===== src/acrc_defines.svh =====
// constants for the calibration sequencer and rate selection
// Function
// RULE_01: internal full-scale above gain one takes four cycles chopped, two unchopped.
// RULE_02: ready indication goes high at calibration start, low when it finishes.
// RULE_03: a finished calibration puts the mode to idle by itself.
// RULE_04: full-scale calibrations write gain coefficient to the selected channel's register.
// RULE_05: internal full-scale is refused at gain 128; host uses system full-scale.
// RULE_06: mode 110 is system zero-scale, two cycles chopped, one unchopped.
// RULE_07: system zero-scale writes offset coefficient to the selected channel's register.
// RULE_08: host applies the system zero or full-scale input before asking.
// RULE_09: mode 111 is system full-scale, two cycles chopped, one unchopped.
// RULE_10: host should recalibrate full-scale whenever it changes a channel gain.
// RULE_11: rate codes 1 to 15 select 470 down to 4.17 Hz; code 0 none.
// RULE_12: settling 4 to 480 ms chopped; unchopped halves settling, same rate.
// RULE_13: internal full-scale at gain one takes two cycles chopped, one unchopped.
// RULE_14: idle holds filter and modulator in reset, modulator clocks keep running.
// RULE_15: internal zero-scale shorts the channel and stores its offset coefficient.
`ifndef ACRC_DEFINES_SVH
`define ACRC_DEFINES_SVH

`define ACRC_MODE_CONT 3'h0
`define ACRC_MODE_SINGLE 3'h1
`define ACRC_MODE_IDLE 3'h2
`define ACRC_MODE_PDOWN 3'h3
`define ACRC_MODE_INT_ZS 3'h4
`define ACRC_MODE_INT_FS 3'h5
`define ACRC_MODE_SYS_ZS 3'h6
`define ACRC_MODE_SYS_FS 3'h7
`define ACRC_MODE_RESET 3'h0

`define ACRC_GAIN_1 3'h0
`define ACRC_GAIN_128 3'h7

`define ACRC_CYC_BASE_CHOP 3'h2
`define ACRC_CYC_BASE_NOCHOP 3'h1
`define ACRC_CYC_HIGH_CHOP 3'h4
`define ACRC_CYC_HIGH_NOCHOP 3'h2

`define ACRC_CLK_HZ 64'h0000_0000_0ee6_b280
`define ACRC_CHZ_PER_HZ 64'h0000_0000_0000_0064

`define ACRC_RATE_NONE 4'h0
`define ACRC_COEF_W 24

`endif


===== src/acrc_pkg.sv =====
// types shared by the calibration sequencer
`default_nettype none
package acrc_pkg;
  typedef enum logic [1:0] {
    ST_IDLE = 2'b01,
    ST_CAL = 2'b10
  } acrc_state_t;
  typedef logic [2:0] acrc_mode_t;
  typedef logic [2:0] acrc_cyc_t;
endpackage
`default_nettype wire


===== src/acrc_rate_timer.sv =====
// rate lookup and conversion-cycle tick divider
`include "acrc_defines.svh"
`default_nettype none
module acrc_rate_timer #(
  parameter longint CLK_HZ = `ACRC_CLK_HZ
) (
  input wire logic clk_in,
  input wire logic rst_in,
  input wire logic restart_in,
  input wire logic chop_en_in,
  input wire logic [3:0] rate_code_in,
  output logic tick_out,
  output logic rate_valid_out,
  output logic [15:0] rate_chz_out,
  output logic [9:0] settle_half_ms_out
);
  // ----------------------------------------
  // rate table, output rate in 0.01 Hz
  // ----------------------------------------
  function automatic logic [15:0] rate_chz(input logic [3:0] code);
    logic [15:0] r;
    r = 16'h0000;
    unique case (code)
      4'h1: r = 16'hB798;
      4'h2: r = 16'h5E88;
      4'h3: r = 16'h300C;
      4'h4: r = 16'h1838;
      4'h5: r = 16'h1388;
      4'h6: r = 16'h0F3C;
      4'h7: r = 16'h0CF8;
      4'h8: r = 16'h07A8;
      4'h9: r = 16'h0686;
      4'hA: r = 16'h0686;
      4'hB: r = 16'h04E2;
      4'hC: r = 16'h03E8;
      4'hD: r = 16'h0341;
      4'hE: r = 16'h0271;
      4'hF: r = 16'h01A1;
      default: r = 16'h0000;
    endcase
    return r;
  endfunction

  function automatic logic [8:0] settle_ms(input logic [3:0] code);
    logic [8:0] s;
    s = 9'h000;
    unique case (code)
      4'h1: s = 9'h004;
      4'h2: s = 9'h008;
      4'h3: s = 9'h010;
      4'h4: s = 9'h020;
      4'h5: s = 9'h028;
      4'h6: s = 9'h030;
      4'h7: s = 9'h03C;
      4'h8: s = 9'h065;
      4'h9: s = 9'h078;
      4'hA: s = 9'h078;
      4'hB: s = 9'h0A0;
      4'hC: s = 9'h0C8;
      4'hD: s = 9'h0F0;
      4'hE: s = 9'h140;
      4'hF: s = 9'h1E0;
      default: s = 9'h000;
    endcase
    return s;
  endfunction

  // ----------------------------------------
  // clock cycles per conversion, per code
  // ----------------------------------------
  logic [31:0] period_tab [16];
  genvar i;
  generate
    for (i = 0; i < 16; i++) begin : g_period
      localparam longint CHZ = longint'(rate_chz(4'(i)));
      localparam longint P = (CHZ == 0) ? 64'h0000_0000_0000_0001
                                        : (CLK_HZ * `ACRC_CHZ_PER_HZ) / CHZ;
      assign period_tab[i] = 32'(P);
    end
  endgenerate

  logic [31:0] cnt_q;
  logic valid;
  assign valid = (rate_code_in != `ACRC_RATE_NONE);

  // restart aligns the first tick one full conversion after a calibration start
  always_ff @(posedge clk_in or posedge rst_in) begin
    if (rst_in) begin
      cnt_q <= 32'h0000_0000;
      tick_out <= 1'b0;
    end else if (restart_in || !valid) begin
      cnt_q <= 32'h0000_0000;
      tick_out <= 1'b0;
    end else if (cnt_q >= period_tab[rate_code_in] - 32'h0000_0001) begin
      cnt_q <= 32'h0000_0000;
      tick_out <= 1'b1;
    end else begin
      cnt_q <= cnt_q + 32'h0000_0001;
      tick_out <= 1'b0;
    end
  end

  // unchopped settling is half, so report in half milliseconds to stay exact
  always_ff @(posedge clk_in or posedge rst_in) begin
    if (rst_in) begin
      rate_valid_out <= 1'b0;
      rate_chz_out <= 16'h0000;
      settle_half_ms_out <= 10'h000;
    end else begin
      rate_valid_out <= valid;                                 // see RULE_11
      rate_chz_out <= rate_chz(rate_code_in);                  // see RULE_11
      settle_half_ms_out <= chop_en_in ? {settle_ms(rate_code_in), 1'b0}
                                       : {1'b0, settle_ms(rate_code_in)}; // see RULE_12
    end
  end
endmodule
`default_nettype wire


===== src/acrc_cal_ctrl.sv =====
// calibration sequencer and mode holder for the converter core
`include "acrc_defines.svh"
`default_nettype none
module acrc_cal_ctrl #(
  parameter longint CLK_HZ = `ACRC_CLK_HZ
) (
  input wire logic CLK_IN,
  input wire logic RST_IN,
  input wire logic MODE_WR_IN,
  input wire logic [2:0] MODE_IN,
  input wire logic [2:0] GAIN_IN,
  input wire logic CHOP_EN_IN,
  input wire logic CHANNEL_SELECT_BIT2_IN,
  input wire logic CHANNEL_SELECT_BIT1_IN,
  input wire logic CHANNEL_SELECT_BIT0_IN,
  input wire logic RATE_CODE_BIT3_IN,
  input wire logic RATE_CODE_BIT2_IN,
  input wire logic RATE_CODE_BIT1_IN,
  input wire logic RATE_CODE_BIT0_IN,
  input wire logic [23:0] MEAS_COEF_IN,
  output logic [2:0] MODE_OUT,
  output logic RDY_N_OUT,
  output logic CAL_BUSY_OUT,
  output logic CAL_REFUSED_OUT,
  output logic FILTER_RESET_OUT,
  output logic MOD_CLK_EN_OUT,
  output logic INT_SHORT_OUT,
  output logic INT_FS_REF_OUT,
  output logic CONV_TICK_OUT,
  output logic OFFSET_WE_OUT,
  output logic FULLSCALE_WE_OUT,
  output logic [2:0] COEF_CH_OUT,
  output logic [23:0] COEF_OUT,
  output logic RATE_VALID_OUT,
  output logic [15:0] RATE_CHZ_OUT,
  output logic [9:0] SETTLE_HALF_MS_OUT
);
  // ----------------------------------------
  // request decode
  // ----------------------------------------
  acrc_pkg::acrc_state_t state_q;
  acrc_pkg::acrc_mode_t mode_q;
  acrc_pkg::acrc_mode_t cal_mode_q;
  acrc_pkg::acrc_cyc_t need_q;
  acrc_pkg::acrc_cyc_t need_d;
  acrc_pkg::acrc_cyc_t done_q;
  logic [2:0] chan_sel;
  logic [3:0] rate_code;
  logic is_cal_req;
  logic refuse;
  logic start;
  logic tick;
  logic finish;

  assign chan_sel = {CHANNEL_SELECT_BIT2_IN, CHANNEL_SELECT_BIT1_IN, CHANNEL_SELECT_BIT0_IN};
  assign rate_code = {RATE_CODE_BIT3_IN, RATE_CODE_BIT2_IN, RATE_CODE_BIT1_IN,
                      RATE_CODE_BIT0_IN};
  assign is_cal_req = MODE_IN[2];
  // internal full-scale cannot run at the top gain; mode stays as it was
  assign refuse = MODE_WR_IN && (MODE_IN == `ACRC_MODE_INT_FS)
                  && (GAIN_IN == `ACRC_GAIN_128);                    // see RULE_05
  // writes during a calibration are ignored so a coefficient is never half-measured
  assign start = MODE_WR_IN && is_cal_req && !refuse && (state_q == acrc_pkg::ST_IDLE);
  assign finish = (state_q == acrc_pkg::ST_CAL) && tick && (done_q == need_q - 3'h1);

  // ----------------------------------------
  // conversion cycles per calibration
  // ----------------------------------------
  always_comb begin
    need_d = CHOP_EN_IN ? `ACRC_CYC_BASE_CHOP : `ACRC_CYC_BASE_NOCHOP; // see RULE_06 RULE_09
    if (MODE_IN == `ACRC_MODE_INT_FS && GAIN_IN != `ACRC_GAIN_1) begin
      need_d = CHOP_EN_IN ? `ACRC_CYC_HIGH_CHOP : `ACRC_CYC_HIGH_NOCHOP; // see RULE_01
    end
    // gain one and zero-scale kinds keep the base count, see RULE_13 RULE_15
  end

  // ----------------------------------------
  // sequencer
  // ----------------------------------------
  always_ff @(posedge CLK_IN or posedge RST_IN) begin
    if (RST_IN) begin
      state_q <= acrc_pkg::ST_IDLE;
      cal_mode_q <= `ACRC_MODE_IDLE;
      need_q <= 3'h1;
      done_q <= 3'h0;
      COEF_CH_OUT <= 3'h0;
    end else begin
      unique case (state_q)
        acrc_pkg::ST_IDLE: begin
          if (start) begin
            state_q <= acrc_pkg::ST_CAL;
            cal_mode_q <= MODE_IN;
            need_q <= need_d;
            done_q <= 3'h0;
            COEF_CH_OUT <= chan_sel;   // channel fixed for the whole calibration
          end
        end
        acrc_pkg::ST_CAL: begin
          if (finish) begin
            state_q <= acrc_pkg::ST_IDLE;
          end else if (tick) begin
            done_q <= done_q + 3'h1;
          end
        end
        default: begin
          state_q <= acrc_pkg::ST_IDLE;
        end
      endcase
    end
  end

  // ----------------------------------------
  // operating mode
  // ----------------------------------------
  always_ff @(posedge CLK_IN or posedge RST_IN) begin
    if (RST_IN) begin
      mode_q <= `ACRC_MODE_RESET;
    end else if (finish) begin
      mode_q <= `ACRC_MODE_IDLE;                                    // see RULE_03
    end else if (MODE_WR_IN && !refuse && state_q == acrc_pkg::ST_IDLE) begin
      mode_q <= MODE_IN;
    end
  end

  // ready indication, high means no result pending
  always_ff @(posedge CLK_IN or posedge RST_IN) begin
    if (RST_IN) begin
      RDY_N_OUT <= 1'b1;
    end else if (start) begin
      RDY_N_OUT <= 1'b1;                                            // see RULE_02
    end else if (finish) begin
      RDY_N_OUT <= 1'b0;                                            // see RULE_02
    end
  end

  // ----------------------------------------
  // coefficient write-back
  // ----------------------------------------
  always_ff @(posedge CLK_IN or posedge RST_IN) begin
    if (RST_IN) begin
      OFFSET_WE_OUT <= 1'b0;
      FULLSCALE_WE_OUT <= 1'b0;
      COEF_OUT <= 24'h00_0000;
      CAL_REFUSED_OUT <= 1'b0;
    end else begin
      OFFSET_WE_OUT <= finish && !cal_mode_q[0];                   // see RULE_07 RULE_15
      FULLSCALE_WE_OUT <= finish && cal_mode_q[0];                 // see RULE_04
      CAL_REFUSED_OUT <= refuse;                                   // see RULE_05
      if (finish) begin
        COEF_OUT <= MEAS_COEF_IN;
      end
    end
  end

  // ----------------------------------------
  // analog front controls
  // ----------------------------------------
  assign MODE_OUT = mode_q;
  assign CAL_BUSY_OUT = (state_q == acrc_pkg::ST_CAL);
  // power-down also stops clocks; idle keeps them, see RULE_14
  assign FILTER_RESET_OUT = (mode_q == `ACRC_MODE_IDLE) || (mode_q == `ACRC_MODE_PDOWN);
  assign MOD_CLK_EN_OUT = (mode_q != `ACRC_MODE_PDOWN);
  assign INT_SHORT_OUT = CAL_BUSY_OUT && (cal_mode_q == `ACRC_MODE_INT_ZS); // see RULE_15
  assign INT_FS_REF_OUT = CAL_BUSY_OUT && (cal_mode_q == `ACRC_MODE_INT_FS);
  assign CONV_TICK_OUT = tick;

  acrc_rate_timer #(
    .CLK_HZ(CLK_HZ)
  ) u_timer (
    .clk_in(CLK_IN),
    .rst_in(RST_IN),
    .restart_in(start),
    .chop_en_in(CHOP_EN_IN),
    .rate_code_in(rate_code),
    .tick_out(tick),
    .rate_valid_out(RATE_VALID_OUT),
    .rate_chz_out(RATE_CHZ_OUT),
    .settle_half_ms_out(SETTLE_HALF_MS_OUT)
  );
endmodule
`default_nettype wire


===== config.mk =====
export PLATFORM = sky130hd
export DESIGN_NAME = acrc_cal_ctrl
export DESIGN_NICKNAME = d
export VERILOG_FILES = /design/src/acrc_pkg.sv /design/src/acrc_rate_timer.sv /design/src/acrc_cal_ctrl.sv
export VERILOG_INCLUDE_DIRS = /design/src
export SDC_FILE = /design/constraint.sdc
export NUM_CORES = 1
export LEC_CHECK = 0
export BUFFER_PORTS_ARGS = -buffer_cell sky130_fd_sc_hd__buf_2
export CAP_MARGIN = 10
export CORE_MARGIN = 5
export CORE_UTILIZATION = 52
export CTS_CLUSTER_SIZE = 16
export DETAILED_ROUTE_END_ITERATION = 8
export PLACE_DENSITY_LB_ADDON = 0.2
export RECOVER_POWER = 100
export SYNTH_ARGS = -nofsm -noshare
export SYNTH_HDL_FRONTEND = slang
export SYNTH_HIERARCHICAL = 1
export SYNTH_SLANG_ARGS = --single-unit

===== constraint.sdc =====
create_clock -name CLK_IN -period 2.3 [get_ports CLK_IN]
set_input_delay 0.46 -clock CLK_IN [delete_from_list [all_inputs] [get_ports CLK_IN]]
set_output_delay 0.46 -clock CLK_IN [all_outputs]
set_load 0.03 [all_outputs]

==> impl_metrics.yaml <==
logic_synthesis:
  synth_area_sq_um: 6350
  synthTopCellsByArea: "dfrtp_1, ha_1, mux2_4, nor2_1, xor2_1"
  syn_area_per_cell_sq_um: 10.1
  ys_ff_latch: 105
  async_flop_share_pct: 100
  yosysTopAreaCell: "dfrtp_1"
  synthCells: 630
  synth_edf_count: 0
  yosys_warnings: 6
  yosysTopAreaCellShare_pct: 39.8
  synth_cell_types: 67
  synth_sequential_area_ratio_pct: 41.5
  ys.flop_type: "dfrtp_1"
place:
  postPlaceCellArea_sq_um: 7850
  numPlacedInstances: 973
  io_buffers: 107
  pre_cts_slack_ns: -1.99
  post-dp-hpwl_mm: 12.3
  place_congestion: 0.918
run_status:
  violations: "negative setup slack"
  outcome: "finished, violations left"
timing:
  setup_viol: 37
  drv_slew: 0
  timing.fmax_ghz: 0.259
  hold_viol_final: 0
  clock-skew-final_ns: 0.0123
  rsz0062_at_grt: "true"
  slew_headroom_pct: 27.8
  tns_ns: -50.58
  min_period_ns: 3.86
  worst_pin_slew_ns: 1.08
  setup_ws_ns: -1.56
  min_period_over_period_pct: 168
grt:
  grt_start_max_net_pins: 46
  grt_pass1_wl_mm: 27.2
  grt.total_usage_pct: 23.5
  busiest_layer: "met2"
  antenna_found_initial: 0
  grt_pass1_vias: 5433
  grt-ovfl-total: 0
  grtUsageMet2_pct: 38.6
  gr-usage-met3_pct: 3.65
  use_met1_pct: 31.0
detailed_routing:
  drc_errors: 0
  antenna_left: 0
  route.vias.total: 5402
  totalWireLength_mm: 16.8
  drt_first_pass_iters: 4
  drt-wirelength-per-cell_microns: 16.8
  viasPerCell: 5.40
  drtIter0Drc: 320
clock_tree:
  path_clk_slew_ns: 0.07
  cts_root_buf: "clkbuf_16"
  cts_inserted_buffers: 9
  ctsHoldBuffers: 0
  cts_max_level: 3
  tritoncts: "yes"
  insertion_delay_ns: 0.36
  clock_path_buffers: 2
  cts_num_sinks: 105
worst_setup_path:
  crit_path_cell_trace: "buf_12, inv_8, ha_4, inv_4, ha_4, o21bai_1, a2bb2oi_2, or4b_4, nor4b_4, buf_4, nand3_1, ha_1, nand4_1, or4_4, o211ai_1, buf_4, buf_6, clkbuf_16, nor2_1"
  cp_slowest_cell: "or4b_4"
  start_kind: "input port"
  end_kind: "register"
  crit_fanout: 8
  path_delay_family: "simple AND/OR/NAND/NOR gates"
  path_class: "in2reg"
  crit_arrival_ns: 4.11
  cpPeakStageDelay_ns: 0.55
  crit_buf_inv: 7
  crit_required_ns: 2.55
power:
  p_leak_nw: 3.93
  peakVddDrop_uv: 479
  p_per_area_nw_per_um2: 599
cells_and_area:
  drive_gt1_share_pct: 30.2
  layout-area-overhead-vs-synth_pct: 31.3
  nets: 939
  fin_cells: 1000
  antennaDiodeCount: 0
  final_area_sq_um: 8340
die:
  pin_count: 108
  die_x_microns: 120
  fp-row-count: 40
  dieArea_sq_um: 14500
  core_area_sq_um: 12000
  fp.dieH_microns: 120
  start_util_pct: 52.9
worst_hold_path:
  hp-class: "in2async"
job:
  max_cap_viol_count: 0
final cells by class:
| type | count | area [sq um] |
|---|---|---|
| Tap cell | 147 | 184 |
| Timing Repair Buffer | 234 | 1470 |
| Sequential cell | 105 | 2630 |
| Clock inverter | 4 | 52.6 |
| Multi-Input combinational cell | 470 | 3640 |
| Fill cell | 956 | 3680 |
| Inverter | 28 | 123 |
| Clock buffer | 12 | 236 |
cell families after synthesis:
group	count (synthesis)	share of synthesized area [%]
AO/OA/AOI/OAI	104	10.8
XOR/XNOR	43	5.93
adder cells (fa/ha/maj)	50	9.85
buffers and inverters	57	4.47
flip-flops	105	41.5
multiplexers	46	9.66
other	1	0.0591
AND/OR/NAND/NOR	224	17.7
power by group:
| group | leakage (nW) | switching [mW] | internal, mW |
|---|---|---|---|
| registers | 1.33 | 0.0817 | 1.99 |
| logic | 2.46 | 0.792 | 0.577 |
| clock network | 0.141 | 0.698 | 0.851 |
| total | 3.93 | 1.57 | 3.42 |
flip-flops by register name, indices dropped and copies added, names as in the netlist, 2 cells and up:
register,count
done_q,3
MODE_OUT,3
need_q,3
u_timer/cnt_q,32
COEF_OUT,24
COEF_CH_OUT,3
u_timer/rate_chz_out,16
u_timer/settle_half_ms_out,10
cal_mode_q,3
state_q,2
cell usage after synthesis, drive strengths merged, types with 4 or more instances:
cell type / instances
buf: 17
nand3: 19
nand4: 13
and3: 7
nand2: 51
a31oi: 8
xnor2: 16
o21ai: 24
and4: 5
nand2b: 9
nor2b: 15
clkbuf: 12
ha: 50
nor2: 72
inv: 28
a21oi: 34
dfrtp: 101
xor2: 27
mux2i: 8
mux2: 36
dfstp: 4
a211oi: 6
nor3: 13
what timing repair did:
item	4_1_cts	5_1_grt
buffers inserted	8	2
cloned	2	1
gates resized for setup	23	27
pin swaps	10	10
endpoints found under the setup margin	33	56
path summary, 6_finish.rpt:
check	startpoint	to	slack, ns	cells past startpoint
max	RATE_CODE_BIT1_IN	u_timer/cnt_q[17]	-1.56	19
max reg2reg	u_timer/cnt_q[5]	u_timer/cnt_q[17]	-0.13	9
min reg2reg	cal_mode_q[0]	OFFSET_WE_OUT	0.49	1
min in group CLK_IN	MEAS_COEF_IN[13]	COEF_OUT[13]	0.33	2
min	RST_IN	u_timer/rate_chz_out[5]	0.06	2
max in group asynchronous	RST_IN	u_timer/settle_half_ms_out[3]	0.97	3
layer usage:
layer  wire, microns  vias to the layer above
met2            7820                      153
met3             958                       37
met4             495                        0
met1            7540                     2566
li1                -                     2646
met5               0                        -
per-stage QoR:
step                      power [mW]  hold slack, ns  util, %
after floorplan                 2.92           0.441        -
after global placement          3.38           0.390     65.4
after detailed placement        3.41           0.393     65.4
after CTS                       5.00          0.0130     69.4
after global routing            5.23          0.0867     69.4
final                           4.99          0.0562     69.4
cells in the final DEF (no fill, tap or decap), drive strengths merged, types with 24 or more instances in the layout:
cell type,count
o21ai,24
inv,28
buf,149
ha,50
clkbuf,97
nor2,72
xor2,27
nand2,51
a21oi,34
dfrtp,101
mux2,36
No activity file was read; power rests on OpenSTA's default activity.
